### config.mk
export PLATFORM = sky130hd
export DESIGN_NAME = sdc_config_regs
export DESIGN_NICKNAME = d
export VERILOG_FILES = /design/src/hdl/sdc_pkg.sv /design/src/hdl/sdc_sync_if.sv /design/src/hdl/sdc_config_regs.sv /design/src/hdl/sdc_pin_sync.sv
export VERILOG_INCLUDE_DIRS = /design/src /design/src/hdl
export SDC_FILE = /design/constraint.sdc
export NUM_CORES = 1
export LEC_CHECK = 0
export BUFFER_PORTS_ARGS = -buffer_cell sky130_fd_sc_hd__buf_2
export CAP_MARGIN = 0
export CORE_ASPECT_RATIO = 0.5
export CORE_MARGIN = 3
export CORE_UTILIZATION = 58
export CTS_BUF_LIST = sky130_fd_sc_hd__clkbuf_2
export DETAILED_ROUTE_END_ITERATION = 12
export MAX_ROUTING_LAYER = met4
export PLACE_DENSITY = 0.93
export RECOVER_POWER = 50
export SYNTH_ARGS = -nofsm -noshare
export SYNTH_HDL_FRONTEND = slang
export SYNTH_HIERARCHICAL = 1
export SYNTH_SLANG_ARGS = --single-unit
### constraint.sdc
create_clock -name clk_i -period 2.55 [get_ports clk_i]
set_input_delay 0.255 -clock clk_i [delete_from_list [all_inputs] [get_ports clk_i]]
set_output_delay 0.255 -clock clk_i [all_outputs]
set_load 0.03 [all_outputs]
### src/hdl/sdc_defines.svh
// Purpose: offsets, field positions and reset values of the servo decoder settings
// Assumes: 4-bit register nibbles, 5-bit local address with bit 4 picking the local page
// Notes: definitions only
`ifndef SDC_DEFINES_SVH
`define SDC_DEFINES_SVH

// widths
`define SDC_ADDR_W 5
`define SDC_DATA_W 4

// main decoder register addresses
`define SDC_ADR_PLL_BW 4'h8
`define SDC_ADR_PIN_A 4'hC
`define SDC_ADR_PIN_B 4'hD
`define SDC_ADR_AUDIO 4'hE
`define SDC_ADR_SUBCODE 4'hF

// shadow register addresses
`define SDC_ADR_CLK_PIN 4'h3

// local page (address bit 4 set)
`define SDC_ADR_STATUS 4'h0

// reset values
`define SDC_RST_PLL_BW 4'h9
`define SDC_RST_PIN_A 4'h2
`define SDC_RST_PIN_B 4'hF
`define SDC_RST_AUDIO 4'h4
`define SDC_RST_SUBCODE 4'h0
`define SDC_RST_CLK_PIN 4'h0

// pin_interface_a fields
`define SDC_A_OFFTRACK_EXT 0
`define SDC_A_SINGLE_MUTE 1
`define SDC_A_V3_LEVEL 2

// pin_interface_b fields
`define SDC_B_V4_LO 0
`define SDC_B_V4_HI 1
`define SDC_B_V5_LO 2
`define SDC_B_V5_HI 3
`define SDC_B_FOUR_LINE 4'h0

// audio_motor_features fields
`define SDC_E_BRAKE 0
`define SDC_E_LOCK 1
`define SDC_E_AUDIO_LO 2
`define SDC_E_AUDIO_HI 3
`define SDC_E_AUDIO_ON 2'h1

// subcode_shadow_enable fields
`define SDC_F_SHADOW 0
`define SDC_F_SUB_ON 2
`define SDC_F_THREE_WIRE 3

// clock_pin_control fields
`define SDC_S_MID_SEL 0
`define SDC_S_SHARED_HIZ 1
`define SDC_S_FAST_HIZ 2
`define SDC_S_V3_MODE 3

// status register fields
`define SDC_ST_V1 0
`define SDC_ST_V2 1
`define SDC_ST_SHADOW 2

// synchronised pin inputs
`define SDC_SYNC_W 2
`define SDC_SYNC_V1 0
`define SDC_SYNC_V2 1

`endif

### src/hdl/sdc_pkg.sv
// Purpose: types shared by the servo decoder settings bank
// Assumes: constants come from sdc_defines.svh
// Notes: one packed struct holds all state of the main module
package sdc_pkg;

    typedef logic [3:0] sdc_nib_t;

    // pin function selected by a two-bit field of pin_interface_b
    typedef enum logic [1:0] {
        SDC_PIN_SPECIAL,
        SDC_PIN_FUNC,
        SDC_PIN_LOW,
        SDC_PIN_HIGH
    } sdc_pin_mode_e;

    typedef struct packed {
        sdc_nib_t pll_loop_bandwidth;
        sdc_nib_t pin_interface_a;
        sdc_nib_t pin_interface_b;
        sdc_nib_t audio_motor_features;
        sdc_nib_t subcode_shadow_enable;
        sdc_nib_t clock_pin_control;
        sdc_nib_t rdata;
        logic mute_pin;
        logic v3_level;
        logic v4_level;
        logic v5_level;
        logic shared_clk;
        logic fast_clk;
        logic off_track;
    } sdc_state_s;

endpackage

### src/hdl/sdc_sync_if.sv
// Purpose: carries raw pin levels to the synchroniser and the settled levels back
// Assumes: one clock domain on the synchronised side
// Notes: none
`timescale 1ns/1ps
interface sdc_sync_if #(parameter int WIDTH = 2);
    logic [WIDTH-1:0] raw;
    logic [WIDTH-1:0] synced;

    modport user (output raw, input synced);
    modport sync (input raw, output synced);
endinterface

### src/hdl/sdc_config_regs.sv
// Purpose: decoder and shadow settings bank with the pin functions it steers
// Assumes: single 100 MHz clock; pins reach this block through two flip-flops
// Notes: read data stand one cycle after the read strobe
//
// Contract
// RL1: reg C bit0 set takes off-track from pin one, clear uses internal signal.
// RL2: reg C bits2:1 choose split mute or single mute with pin three fixed.
// RL3: reg D written 0000 gives four-line motor on pins four and five.
// RL4: reg D bits1:0 put subcode, low or high on pin four.
// RL5: reg D bits3:2 put de-emphasis, low or high on pin five.
// RL6: reg E bits3:2 at 01 enable audio features, 00 disable.
// RL7: reg E bit1 set enables lock-to-disc, reset disabled.
// RL8: reg E bit0 clear brakes motor to 12 percent, set to 6.
// RL9: reg F bit2 turns subcode interface on, bit3 picks three-wire format.
// RL10: shadow select set routes later addresses to shadow registers.
// RL11: shadow select clear routes addresses to main decoder registers only.
// RL12: power-on reset loads every field with its initial setting.
// RL13: reg 8 holds loop-filter bandwidth code, reset code 1001.
// RL14: shadow reg 3 bit0 picks slow or mid clock for shared output.
// RL15: shadow reg 3 bit1 set floats the shared clock pin.
// RL16: shadow reg 3 bit2 set floats the fast clock pin.
// RL17: shadow reg 3 bit3 makes dual pin open-drain output three, else input two.
// RL18: a write updates only the addressed nibble, others keep their value.
//
// Decided for this implementation: the plain strobed port.
`timescale 1ns/1ps
`include "sdc_defines.svh"

module sdc_config_regs
    import sdc_pkg::*;
(
    // clock and reset
    input wire logic clk_i,
    input wire logic resetn_i,
    // register port
    input wire logic [`SDC_ADDR_W-1:0] addr_i,
    input wire logic [`SDC_DATA_W-1:0] wdata_i,
    input wire logic write_i,
    input wire logic read_i,
    output logic [`SDC_DATA_W-1:0] rdata_o,
    // internal sources steered by the settings
    input wire logic off_track_int_i,
    input wire logic kill_left_i,
    input wire logic kill_right_i,
    input wire logic subcode_q_to_w_i,
    input wire logic deemphasis_i,
    input wire logic motor_line_a_i,
    input wire logic motor_line_b_i,
    input wire logic slow_clock_source_i,
    input wire logic mid_clock_source_i,
    input wire logic fast_clock_source_i,
    // settings to the function blocks
    output logic off_track_o,
    output logic four_line_motor_o,
    output logic deemph_filter_bypass_o,
    output logic audio_features_en_o,
    output logic lock_to_disc_o,
    output logic brake_six_pct_o,
    output logic subcode_if_on_o,
    output logic subcode_three_wire_o,
    output logic shadow_select_bit_o,
    output logic [`SDC_DATA_W-1:0] pll_bw_code_o,
    // versatile pin one (input)
    input wire logic versatile_pin_one_i,
    // dual pin: versatile_input_two / versatile_output_three
    input wire logic dual_pin_i,
    output logic dual_pin_o,
    output logic dual_pin_oe_o,
    output logic versatile_input_two_o,
    // mute pin and versatile pins four and five
    output logic mute_pin_o,
    output logic versatile_pin_four_o,
    output logic versatile_pin_five_o,
    // clock output pins
    output logic shared_clock_out_o,
    output logic shared_clock_out_oe_o,
    output logic fast_clock_out_o,
    output logic fast_clock_out_oe_o
);
    sdc_state_s cur;
    sdc_state_s next_cur;

    sdc_sync_if #(.WIDTH(`SDC_SYNC_W)) pins ();

    sdc_pin_sync #(.WIDTH(`SDC_SYNC_W)) u_sync (
        .clk_i(clk_i),
        .resetn_i(resetn_i),
        .port(pins.sync)
    );

    assign pins.raw[`SDC_SYNC_V1] = versatile_pin_one_i;
    assign pins.raw[`SDC_SYNC_V2] = dual_pin_i;

    logic v1_sync;
    logic v2_sync;
    assign v1_sync = pins.synced[`SDC_SYNC_V1];
    assign v2_sync = pins.synced[`SDC_SYNC_V2];

    // two-bit pin field of pin_interface_b to a mode
    function automatic sdc_pin_mode_e pin_mode(input logic [1:0] f);
        sdc_pin_mode_e m;
        case (f)
            2'h1: m = SDC_PIN_FUNC;
            2'h2: m = SDC_PIN_LOW;
            2'h3: m = SDC_PIN_HIGH;
            default: m = SDC_PIN_SPECIAL;
        endcase
        return m;
    endfunction

    // level of a versatile pin from its mode
    function automatic logic pin_level(input sdc_pin_mode_e m, input logic func,
                                       input logic motor, input logic four_line);
        logic v;
        case (m)
            SDC_PIN_FUNC: v = func;
            SDC_PIN_LOW: v = 1'b0;
            SDC_PIN_HIGH: v = 1'b1;
            // 00 in one field alone is no documented setting; hold the pin high
            SDC_PIN_SPECIAL: v = four_line ? motor : 1'b1;
            default: v = 1'b1;
        endcase
        return v;
    endfunction

    logic shadow_on;
    logic wr_main;
    logic wr_shadow;
    logic four_line;
    sdc_pin_mode_e v4_mode;
    sdc_pin_mode_e v5_mode;
    logic [3:0] reg_addr;

    assign reg_addr = addr_i[3:0];
    assign shadow_on = cur.subcode_shadow_enable[`SDC_F_SHADOW];
    assign wr_main = write_i && !addr_i[4] && !shadow_on; // RL11
    assign wr_shadow = write_i && !addr_i[4] && shadow_on; // RL10
    assign four_line = (cur.pin_interface_b == `SDC_B_FOUR_LINE); // RL3
    assign v4_mode = pin_mode(cur.pin_interface_b[`SDC_B_V4_HI:`SDC_B_V4_LO]);
    assign v5_mode = pin_mode(cur.pin_interface_b[`SDC_B_V5_HI:`SDC_B_V5_LO]);

    always_comb begin
        next_cur = cur;

        // main decoder registers; other addresses belong to blocks outside
        if (wr_main) begin
            case (reg_addr)
                `SDC_ADR_PLL_BW: next_cur.pll_loop_bandwidth = wdata_i; // RL13 RL18
                `SDC_ADR_PIN_A: next_cur.pin_interface_a = wdata_i; // RL18
                `SDC_ADR_PIN_B: next_cur.pin_interface_b = wdata_i; // RL18
                `SDC_ADR_AUDIO: next_cur.audio_motor_features = wdata_i; // RL18
                `SDC_ADR_SUBCODE: next_cur.subcode_shadow_enable = wdata_i; // RL10 RL18
                default: next_cur = cur;
            endcase
        end

        // shadow registers; address F still reaches the enable so software can leave
        if (wr_shadow) begin
            case (reg_addr)
                `SDC_ADR_CLK_PIN: next_cur.clock_pin_control = wdata_i; // RL18
                `SDC_ADR_SUBCODE: next_cur.subcode_shadow_enable = wdata_i; // RL10
                default: next_cur = cur;
            endcase
        end

        // read-back of the currently decoded set
        next_cur.rdata = '0;
        if (read_i) begin
            if (addr_i[4]) begin
                if (reg_addr == `SDC_ADR_STATUS) begin
                    next_cur.rdata[`SDC_ST_V1] = v1_sync; // RL1
                    next_cur.rdata[`SDC_ST_V2] = v2_sync;
                    next_cur.rdata[`SDC_ST_SHADOW] = shadow_on;
                end
            end else if (shadow_on) begin
                case (reg_addr)
                    `SDC_ADR_CLK_PIN: next_cur.rdata = cur.clock_pin_control;
                    `SDC_ADR_SUBCODE: next_cur.rdata = cur.subcode_shadow_enable;
                    default: next_cur.rdata = '0;
                endcase
            end else begin
                case (reg_addr)
                    `SDC_ADR_PLL_BW: next_cur.rdata = cur.pll_loop_bandwidth;
                    `SDC_ADR_PIN_A: next_cur.rdata = cur.pin_interface_a;
                    `SDC_ADR_PIN_B: next_cur.rdata = cur.pin_interface_b;
                    `SDC_ADR_AUDIO: next_cur.rdata = cur.audio_motor_features;
                    `SDC_ADR_SUBCODE: next_cur.rdata = cur.subcode_shadow_enable;
                    default: next_cur.rdata = '0;
                endcase
            end
        end

        // off-track source
        next_cur.off_track = cur.pin_interface_a[`SDC_A_OFFTRACK_EXT] ?
                             v1_sync : off_track_int_i; // RL1

        // mute outputs
        if (!cur.pin_interface_a[`SDC_A_SINGLE_MUTE]) begin
            next_cur.mute_pin = kill_left_i; // RL2
            next_cur.v3_level = kill_right_i; // RL2
        end else begin
            next_cur.mute_pin = kill_left_i | kill_right_i; // RL2
            next_cur.v3_level = cur.pin_interface_a[`SDC_A_V3_LEVEL]; // RL2
        end

        // versatile pins four and five
        next_cur.v4_level = pin_level(v4_mode, subcode_q_to_w_i, motor_line_a_i,
                                      four_line); // RL3 RL4
        next_cur.v5_level = pin_level(v5_mode, deemphasis_i, motor_line_b_i,
                                      four_line); // RL3 RL5

        // clock outputs
        next_cur.shared_clk = cur.clock_pin_control[`SDC_S_MID_SEL] ?
                              mid_clock_source_i : slow_clock_source_i; // RL14
        next_cur.fast_clk = fast_clock_source_i;
    end

    always_ff @(posedge clk_i or negedge resetn_i) begin
        if (!resetn_i) begin
            cur.pll_loop_bandwidth <= `SDC_RST_PLL_BW; // RL12 RL13
            cur.pin_interface_a <= `SDC_RST_PIN_A; // RL12
            cur.pin_interface_b <= `SDC_RST_PIN_B; // RL12
            cur.audio_motor_features <= `SDC_RST_AUDIO; // RL12
            cur.subcode_shadow_enable <= `SDC_RST_SUBCODE; // RL12
            cur.clock_pin_control <= `SDC_RST_CLK_PIN; // RL12
            cur.rdata <= 4'h0;
            cur.mute_pin <= 1'b0;
            cur.v3_level <= 1'b0;
            cur.v4_level <= 1'b1;
            cur.v5_level <= 1'b1;
            cur.shared_clk <= 1'b0;
            cur.fast_clk <= 1'b0;
            cur.off_track <= 1'b0;
        end else begin
            cur <= next_cur;
        end
    end

    // register port
    assign rdata_o = cur.rdata;

    // settings to the function blocks
    assign pll_bw_code_o = cur.pll_loop_bandwidth; // RL13
    assign off_track_o = cur.off_track;
    assign four_line_motor_o = four_line; // RL3
    assign deemph_filter_bypass_o = (v5_mode == SDC_PIN_FUNC); // RL5
    assign audio_features_en_o = (cur.audio_motor_features[`SDC_E_AUDIO_HI:`SDC_E_AUDIO_LO]
                                  == `SDC_E_AUDIO_ON); // RL6
    assign lock_to_disc_o = cur.audio_motor_features[`SDC_E_LOCK]; // RL7
    assign brake_six_pct_o = cur.audio_motor_features[`SDC_E_BRAKE]; // RL8
    assign subcode_if_on_o = cur.subcode_shadow_enable[`SDC_F_SUB_ON]; // RL9
    assign subcode_three_wire_o = cur.subcode_shadow_enable[`SDC_F_THREE_WIRE]; // RL9
    assign shadow_select_bit_o = shadow_on; // RL10

    // dual pin: open-drain output three pulls low only, else input two
    assign dual_pin_o = 1'b0;
    assign dual_pin_oe_o = cur.clock_pin_control[`SDC_S_V3_MODE] && !cur.v3_level; // RL17
    assign versatile_input_two_o = cur.clock_pin_control[`SDC_S_V3_MODE] ?
                                   1'b0 : v2_sync; // RL17

    // pins
    assign mute_pin_o = cur.mute_pin;
    assign versatile_pin_four_o = cur.v4_level;
    assign versatile_pin_five_o = cur.v5_level;
    assign shared_clock_out_o = cur.shared_clk;
    assign shared_clock_out_oe_o = !cur.clock_pin_control[`SDC_S_SHARED_HIZ]; // RL15
    assign fast_clock_out_o = cur.fast_clk;
    assign fast_clock_out_oe_o = !cur.clock_pin_control[`SDC_S_FAST_HIZ]; // RL16
endmodule // sdc_config_regs

### src/hdl/sdc_pin_sync.sv
// Purpose: two-flop synchroniser for pin inputs of the settings bank
// Assumes: asynchronous active-low reset
// Notes: the first stage feeds only the second stage
`timescale 1ns/1ps
module sdc_pin_sync #(
    parameter int WIDTH = 2
) (
    // clock and reset
    input wire logic clk_i,
    input wire logic resetn_i,
    // pins in, settled levels out
    sdc_sync_if.sync port
);
    logic [WIDTH-1:0] stage1;
    logic [WIDTH-1:0] stage2;

    genvar g;
    generate
        for (g = 0; g < WIDTH; g++) begin : g_bit
            always_ff @(posedge clk_i or negedge resetn_i) begin
                if (!resetn_i) begin
                    stage1[g] <= 1'b0;
                    stage2[g] <= 1'b0;
                end else begin
                    stage1[g] <= port.raw[g];
                    stage2[g] <= stage1[g];
                end
            end
        end
    endgenerate

    assign port.synced = stage2;
endmodule // sdc_pin_sync

==> results.py, run 1 <==
metrics = {
    "route": {
        "drc_errors": 0,
        "wl_per_cell_um": 16.9,
        "routed_via_density": 5.67,
        "drt_iter0_drc": 111,
        "drtPass1Iterations": 5,
        "wl_um": 4200,
        "ant_nets": 0,
        "vias": 1405,
    },
    "clock_tree": {
        "cts_inserted_buffers": 5,
        "cts_sinks": 39,
        "clk_latency_ns": 0.41,
        "htreeDepth": 2,
        "cts_tree": "built",
        "clk_root_buffer_cell": "clkbuf_2",
        "clk_pin_slew_ns": 0.22,
        "postCtsSetupBuffers": 0,
        "clockBufferDepth": 2,
    },
    "critical_path": {
        "r2r_start": "shadow_select_bit_o",
        "critPathBufInv": 1,
        "startpoint_type": "flop",
        "worstSetupPathType": "flop to primary output",
        "required_ns": 2.30,
        "crit_path_end_kind": "primary output",
        "reg2reg_slack_ns": 1.00,
        "cp_top_family": "flip-flops",
        "worstPathArrival_ns": 1.41,
        "slowest_stage": "dfstp_1",
        "crit_chain": "nor2b_1, buf_2",
        "r2r_cells": 3,
        "r2r_end": "lock_to_disc_o",
        "slowest_delay_ns": 0.67,
        "critPathMaxFanout": 7,
    },
    "sta": {
        "finalCritPeriodShare_pct": 65.4,
        "worst_slew_pin_slew_ns": 0.853,
        "final-max-slew-violation-count": 0,
        "rsz0062_at_grt": "no",
        "fin_crit_ns": 1.67,
        "setup-violations-final": 0,
        "slew_headroom_pct": 43.1,
        "tns_ns": 0,
        "max_freq_mhz": 600,
        "hold_viol": 0,
        "skew_ns": 0.0236,
    },
    "finish": {
        "drive_gt1_share_pct": 47.1,
        "syn2layout_area_growth_pct": 16.6,
        "finalNonFillerCells": 248,
        "diodes": 0,
        "nNetsFinal": 232,
        "fillers": 231,
        "fin_util_pct": 72.9,
    },
    "floorplanning": {
        "core_area_um2": 3100,
        "die_w_um": 87.8,
        "chipHeight_um": 46.9,
        "start_util_pct": 62.5,
        "die-area_um2": 4110,
        "io_pins": 52,
        "rows": 14,
    },
    "run_status": {
        "status": "complete, no violations",
    },
    "synth": {
        "syn_nets": 184,
        "ys.flop_type": "dfrtp_1",
        "synth_cells": 159,
        "ys_seq_area_share_pct": 51.0,
        "synth_warnings": 6,
        "yosysUniqueCellTypes": 46,
        "synthTopCellsByArea": "dfrtp_1 (37%), dfstp_2 (14%), mux2_2 (13%)",
        "synth-seq-cells": 39,
        "synthMostInstantiatedCell": "dfrtp_1",
        "synth_edf_count": 0,
        "synth_common_cells": "dfrtp_1 (29), mux2_2 (23), buf_4 (10), dfstp_2 (10)",
        "syn_area_um2": 1940,
        "yosysTopAreaCell": "dfrtp_1",
        "yosys.area.top_type_share_pct": 37.4,
        "avgSynthCellArea_um2": 12.2,
        "ys_async_sr_fraction_pct": 100,
    },
    "placed_design": {
        "hpwl_um": 2970,
        "gp_congestion": 0.958,
        "dp.cells": 235,
        "io_buffers": 50,
    },
    "global_route": {
        "antenna_found_initial": 0,
        "overflow": 0,
        "grt_first_pass_wirelength_um": 6440,
        "grt_pass1_vias": 1234,
        "grt_max_degree": 40,
        "track_usage_pct": 22.1,
    },
    "power": {
        "total_power_mw": 1.73,
        "cellPowerDensity_nw_per_um2": 767,
        "leakagePower_nw": 1.06,
        "peakVddDrop_uv": 480,
    },
    "worst_hold_path": {
        "hp-class": "primary input to flop",
        "min_to": "mute_pin_o",
        "worstHoldStart": "kill_right_i",
        "holdPathStages": 2,
    },
    "flow_run": {
        "maxCapViolCount": 0,
    },
}
==> worst register-to-register path, cell delays in order, from the launching register on <==
cell     delay, ns
dfrtp_1       0.56
and2b_1       0.29
nand4_1       0.24
mux2_2        0.37
==> registers in the layout (all words and copies together), names as in the netlist, 2 cells and up <==
signal	cells
u_sync/stage1	2
cur	16
pll_bw_code_o	4
rdata_o	4
u_sync/port.synced	2
==> logic make-up after synthesis <==
family | Yosys count | share of synthesized area, %
AOI/OAI and AO/OA | 31 | 11.9
buffers and inverters | 18 | 6.26
DFF | 39 | 51.0
muxes | 28 | 17.0
other | 1 | 0.193
and+or+nand+nor | 42 | 13.7
==> repair_timing <==
item / in CTS / in global routing
resized for setup: 0 / 0
hold endpoints to repair: 33 / 0
hold buffers: 5 / 0
==> metal layers <==
metal,up-vias,wire (µm),global-route usage [%]
met2,43,1750,30.5
met4,0,59,5.20
met3,9,243,5.43
met1,683,2140,32.5
met5,-,0,-
li1,670,-,-
==> layout make-up <==
| class | count | area (µm²) | area share [%] |
|---|---|---|---|
| inverters | 4 | 15.0 | 0.664 |
| multi-input cells | 102 | 815 | 36.0 |
| flip-flops and latches | 39 | 988 | 43.7 |
| repair buffers | 55 | 299 | 13.2 |
| well taps | 40 | 50.0 | 2.21 |
| clock buffers | 5 | 25.0 | 1.11 |
| clock inverters | 3 | 67.6 | 2.99 |
==> worst max-delay path by stage <==
stage          slack (ns)  cells after the start                     end       from
6_report             0.88                      2  deemph_filter_bypass_o    cur[25]
5_1_grt              0.80                      2       four_line_motor_o    cur[25]
4_1_cts              0.93                      2  deemph_filter_bypass_o    cur[25]
3_5_place_dp         0.99                      5                 cur[12]  addr_i[4]
3_3_place_gp         1.02                      5                 cur[12]  addr_i[4]
2_1_floorplan        0.92                      1       four_line_motor_o    cur[25]
==> per-stage QoR <==
stage	instance area, µm²	hold slack [ns]	worst slack [ns]
detailed placement	2130	0.352	0.989
finish	2260	0.0401	0.883
global placement	2130	0.336	1.02
CTS	2270	0.0403	0.928
floorplan	1940	-0.0406	0.918
global route	2260	0.0280	0.797
==> cells in the final DEF, fill, tap and decap left out, types with 2 or more instances in the layout <==
cell type	instances
mux2_4	4
a21o_1	2
mux2_2	23
buf_2	49
nor3_1	4
dfstp_1	3
clkbuf_2	5
dlygate4sd3_1	5
dfstp_2	7
nor4_1	2
dfrtp_1	29
bufinv_16	2
nand2b_1	3
a21oi_1	5
nor2_1	5
o31ai_1	2
nand2_1	5
inv_1	4
nand3_1	5
nor2b_1	5
nand4_1	3
o21ai_0	6
a22oi_1	6
==> power breakdown <==
part / switching (mW) / internal [mW]
Sequential: 0.0800 / 0.735
Combinational: 0.266 / 0.173
Clock: 0.217 / 0.263
Total: 0.563 / 1.17
Note: power is estimated with default switching activity, not from simulation.
==> inputs of run 2 (changes only) <==
ABC_AREA = 1   (was not set)
CORE_UTILIZATION = 48   (was 58)
PLACE_DENSITY = 0.83   (was 0.93)
clock period = 1.4 ns   (was 2.55 ns; I/O delays follow)
==> run 2 against run 1 <==
Net effect:
- the run now ends with setup timing left
- largest power group unchanged
- combinational power rose by 110%
- final cell count rose by 40%
- sequential cell count did not move
==> results.py, run 2 <==
metrics = {
    "synth": {
        "ys.flop_type": "dfrtp_1",
        "syn_area_um2": 1860,
        "synth_cells": 223,
        "synth_common_cells": "nand2_1 (56), inv_1 (31), o21ai_0 (30)",
        "synthTopCellsByArea": "dfrtp_1 (39%), dfstp_2 (14%), nand2_1 (11%)",
        "ys_seq_area_share_pct": 53.1,
        "avgSynthCellArea_um2": 8.35,
        "syn_nets": 248,
        "synthMostInstantiatedCell": "nand2_1",
        "synth_edf_count": 0,
        "yosysTopAreaCell": "dfrtp_1",
        "ys_async_sr_fraction_pct": 100,
        "yosys.area.top_type_share_pct": 39.0,
        "synth_warnings": 6,
        "yosysUniqueCellTypes": 23,
        "synth-seq-cells": 39,
    },
    "power": {
        "cellPowerDensity_nw_per_um2": 1270,
        "total_power_mw": 3.08,
        "peakVddDrop_uv": 576,
        "leakagePower_nw": 1.27,
    },
    "run_status": {
        "status": "finished with violations",
        "violations": "setup timing",
    },
    "finish": {
        "fin_area_um2": 2430,
        "layout_commonest_cell": "nand2_1",
        "diodes": 0,
        "nNetsFinal": 319,
        "syn2layout_area_growth_pct": 30.4,
        "finalNonFillerCells": 346,
        "largest_register_ffs": 16,
        "layout_common_cells": "nand2_1 (55), buf_2 (43), o21ai_0 (30)",
        "fillers": 291,
        "drive_gt1_share_pct": 31.9,
        "largest_register": "cur",
    },
    "critical_path": {
        "crit_chain": "inv_2, nand2_2, nor2_2, buf_6",
        "crit_path_end_kind": "primary output",
        "worstPathArrival_ns": 1.32,
        "slowest_stage": "dfstp_2",
        "worstSetupPathType": "flop to primary output",
        "critPathMaxFanout": 4,
        "required_ns": 1.26,
        "slowest_delay_ns": 0.59,
        "startpoint_type": "flop",
    },
    "route": {
        "routed_via_density": 5.05,
        "wl_per_cell_um": 13.2,
        "vias": 1747,
        "drc_errors": 0,
        "drt_iter0_drc": 158,
        "drtPass1Iterations": 4,
        "wl_um": 4550,
        "ant_nets": 0,
    },
    "sta": {
        "final-max-slew-violation-count": 0,
        "setup-violations-final": 3,
        "fin_crit_ns": 1.46,
        "hold_viol": 0,
        "worst_slew_pin_slew_ns": 0.925,
        "skew_ns": 0.0185,
        "tns_ns": -0.112,
        "max_freq_mhz": 687,
        "finalCritPeriodShare_pct": 104,
        "layout_setup_ws_ns": -0.0560,
        "rsz0062_at_grt": "yes",
        "slew_headroom_pct": 38.3,
    },
    "flow_run": {
        "maxCapViolCount": 0,
    },
    "floorplanning": {
        "core_area_um2": 3570,
        "io_pins": 52,
        "chipHeight_um": 50.0,
        "rows": 15,
        "die-area_um2": 4710,
        "start_util_pct": 52.2,
        "die_w_um": 94.1,
    },
    "clock_tree": {
        "clk_root_buffer_cell": "clkbuf_2",
        "htreeDepth": 2,
        "clk_latency_ns": 0.43,
        "clk_pin_slew_ns": 0.19,
        "cts_inserted_buffers": 5,
        "cts_sinks": 39,
        "cts_tree": "built",
        "clockBufferDepth": 2,
    },
    "worst_hold_path": {
        "hp-class": "primary input to flop",
    },
    "placed_design": {
        "gp_congestion": 0.949,
        "placed_area_um2": 2120,
        "io_buffers": 50,
        "dp.cells": 317,
        "hpwl_um": 3130,
        "pre_cts_ws_ns": 0.0817,
    },
    "global_route": {
        "grt_max_degree": 40,
        "track_usage_pct": 20.9,
        "grt_first_pass_wirelength_um": 7200,
        "grt_pass1_vias": 1575,
        "antenna_found_initial": 0,
        "overflow": 0,
    },
}
run 2: cell types whose count changed after synthesis, sizes merged, moves of 3 or more:
cell,previous run,this run
nand3,6,18
nor2b,5,0
nand2,5,57
buf,13,10
o21ai,6,30
mux2,27,3
nand2b,3,0
inv,4,32
nor2,6,21
a22oi,6,0
run 2: cell families (layout without fill, tap and decap cells):
logic type	after synthesis	after routing	share of synthesized area (%)
flip-flops	39	39	53.1
AND/OR/NAND/NOR	100	100	23.5
other	1	1	0.201
buffers and inverters	42	114	10.5
multiplexers	3	3	1.81
AO/OA/AOI/OAI	38	38	10.9
run 2: per-stage QoR:
step	hold WS, ns	util (%)
3_5_place_dp	0.217	59.5
2_1_floorplan	-0.156	-
6_report	0.0123	68.1
4_1_cts	0.00637	66.6
5_1_grt	0.0303	68.1
3_3_place_gp	0.206	59.5
run 2: worst max-delay path: cells and delay by family, from the launching register on:
| kind | cells | cell delay [ns] |
|---|---|---|
| buf+inv | 2 | 0.19 |
| flops | 1 | 0.59 |
| simple gates | 2 | 0.12 |
run 2: per-layer routing:
layer | track usage, % | vias up | share of wire, %
li1 | - | 842 | -
met1 | 25.9 | 825 | 45
met2 | 32.7 | 66 | 46
met3 | 5.18 | 14 | 6.7
met4 | 9.59 | 0 | 2.1
met5 | - | - | 0
run 2: cell type report:
type,count,area [µm²],area share (%)
clock buffer,5,25.0,1.03
clock inverter,3,42.5,1.75
inverter,32,120,4.95
multi-input combinational,142,696,28.6
sequential,39,988,40.7
tap,51,63.8,2.63
timing repair buffer,74,493,20.3
run 2: power by group:
group | internal [mW] | switching (mW) | leakage, nW
Clock | 0.303 | 0.402 | 0.0410
Sequential | 1.33 | 0.114 | 0.474
Combinational | 0.354 | 0.573 | 0.758
Total | 1.99 | 1.09 | 1.27
run 2: timing repair:
item	in CTS	in global routing
setup buffers	6	2
resized for setup	5	20
endpoints found under the hold margin	38	0
pin swaps	1	2
hold buffers	13	0
gates cloned	0	0
setup endpoints to repair	3	6
run 2: final timing paths:
check / from / endpoint / slack, ns / cells after the start
worst max-delay path: cur[25] / four_line_motor_o / -0.06 / 4
min in group asynchronous: resetn_i / shadow_select_bit_o / 0.43 / 3
worst min-delay path: motor_line_b_i / versatile_pin_five_o / 0.01 / 3
worst max register to register: cur[26] / rdata_o[3] / 0.05 / 9
max in group asynchronous: resetn_i / pll_bw_code_o[2] / 0.39 / 3
worst min register to register: u_sync/stage1[0] / u_sync/port.synced[0] / 0.38 / 0
==> inputs of run 3 (changes only) <==
CORE_MARGIN = 4   (was 3)
==> run 3 against run 2 <==
Net effect:
- worst hold slack worse by 0.019 ns
- wire length is 0.59% higher
- the flow finishes with violations (hold timing, setup timing)
- combinational power is essentially flat
- critical endpoint unchanged
- maximum frequency up 2.3%
- register-to-register slack better by 0.06 ns
- final cell count did not move
- largest power group unchanged
==> results.py, run 3 (synthesis results as in run 2) <==
metrics = {
    "sta": {
        "final-max-slew-violation-count": 0,
        "layout_setup_ws_ns": -0.0227,
        "max_freq_mhz": 703,
        "finalCritPeriodShare_pct": 102,
        "hold_viol": 1,
        "fin_hold_ws_ns": -0.00683,
        "worst_slew_pin_slew_ns": 1.14,
        "fin_crit_ns": 1.42,
        "tns_ns": -0.0353,
        "setup-violations-final": 2,
        "slew_headroom_pct": 23.8,
        "rsz0062_at_grt": "yes",
        "skew_ns": 0.0160,
    },
    "clock_tree": {
        "cts_tree": "built",
        "clockBufferDepth": 2,
        "cts_sinks": 39,
        "htreeDepth": 2,
        "clk_root_buffer_cell": "clkbuf_2",
        "clk_pin_slew_ns": 0.18,
        "clk_latency_ns": 0.39,
        "cts_inserted_buffers": 5,
    },
    "finish": {
        "largest_register": "cur",
        "fin_area_um2": 2390,
        "diodes": 0,
        "largest_register_ffs": 16,
        "layout_commonest_cell": "nand2_1",
        "drive_gt1_share_pct": 32.2,
        "syn2layout_area_growth_pct": 28.2,
        "layout_common_cells": "nand2_1 (55), buf_2 (44), o21ai_0 (30)",
        "nNetsFinal": 319,
    },
    "power": {
        "seqPwrFrac_pct": 50.3,
        "p_clk_share_pct": 17.6,
        "swShare_pct": 37.0,
        "peakVddDrop_uv": 605,
        "internal-power_mw": 1.81,
        "leakagePower_nw": 1.26,
        "combinationalPowerShare_pct": 32.1,
        "p_sw_mw": 1.06,
        "cellPowerDensity_nw_per_um2": 1210,
    },
    "floorplanning": {
        "io_pins": 52,
        "start_util_pct": 51.9,
        "core_area_um2": 3580,
        "rows": 15,
        "die_w_um": 96.1,
        "chipHeight_um": 52.0,
        "die-area_um2": 5000,
    },
    "global_route": {
        "track_usage_pct": 20.0,
        "grt_pass1_vias": 1511,
        "antenna_found_initial": 0,
        "overflow": 0,
        "grt_max_degree": 21,
        "grt_first_pass_wirelength_um": 7240,
    },
    "route": {
        "met2_length_um": 2050,
        "ant_nets": 0,
        "routed.top_layer": "met4",
        "drtPass1Iterations": 5,
        "routed_via_density": 4.89,
        "met3_length_um": 313,
        "wl_um": 4580,
        "drt_iter0_drc": 160,
        "vias": 1692,
        "wl_per_cell_um": 13.2,
        "drc_errors": 0,
        "wl_met1_um": 2120,
    },
    "critical_path": {
        "required_ns": 1.26,
        "crit_path_end_kind": "primary output",
        "worstPathArrival_ns": 1.28,
        "critPathMaxFanout": 2,
        "startpoint_type": "flop",
        "worstSetupPathType": "flop to primary output",
    },
    "run_status": {
        "status": "finished with violations",
        "violations": "hold timing, setup timing",
    },
    "placed_design": {
        "pre_cts_ws_ns": 0.0277,
        "hpwl_um": 3320,
        "gp_congestion": 0.969,
        "placed_area_um2": 2140,
        "io_buffers": 50,
    },
    "worst_hold_path": {
        "hp-class": "primary input to flop",
    },
    "flow_run": {
        "maxCapViolCount": 0,
    },
}
==> run 3: final cells by class <==
type	instances	area (µm²)
clock buffers	6	30.0
clock inverters	2	13.8
fillers	299	1200
inverters	32	123
multi-input cells	142	691
flip-flops and latches	39	988
well taps	51	63.8
repair buffers	74	477
==> run 3: power groups by stage <==
stage	combinational (mW)	clock (mW)	sequential [mW]
6_report	0.923	0.507	1.45
5_1_grt	1.01	0.578	1.47
4_1_cts	0.864	0.508	1.44
3_5_place_dp	0.761	0	1.47
3_3_place_gp	0.737	0	1.47
2_1_floorplan	0.429	0	1.56
==> run 3: repair_timing <==
action	CTS	global route
gates resized for setup	7	10
setup endpoints to repair	3	10
endpoints found under the hold margin	19	0
hold buffers	11	0
pin swaps	2	1
buffers inserted	6	4
==> run 3: metal layers <==
metal	GRT usage (%)	vias to the layer above
met5	-	-
li1	-	843
met4	6.37	0
met2	29.5	70
met3	4.62	11
met1	27.4	768
==> run 3: critical path, stage by stage, from the launching register on <==
cell and delay (ns):
dfstp_2 0.41, nor2_1 0.15, inv_1 0.07, nor2_1 0.11, buf_4 0.17
==> run 3: stage by stage <==
stage          hold WS (ns)  cells  util, %  power [mW]
6_report           -0.00683    346     66.6        2.88
5_1_grt              0.0125    346     66.6        3.05
4_1_cts             0.00660    342     65.4        2.81
3_5_place_dp          0.128    317     59.6        2.23
3_3_place_gp          0.118    317     59.6        2.20
2_1_floorplan        -0.156    223        -        1.99
==> run 3: final timing paths <==
| check | start | slack (ns) | to | depth (start not counted) |
|---|---|---|---|---|
| setup / recovery | cur[24] | -0.02 | four_line_motor_o | 4 |
| hold / removal | motor_line_a_i | -0.007 | versatile_pin_four_o | 3 |
| setup reg to reg | cur[28] | 0.11 | mute_pin_o | 2 |
| hold reg to reg | u_sync/stage1[0] | 0.38 | u_sync/port.synced[0] | 0 |
| max in group asynchronous | resetn_i | 0.11 | cur[28] | 3 |
| min in group asynchronous | resetn_i | 0.46 | fast_clock_out_o | 2 |
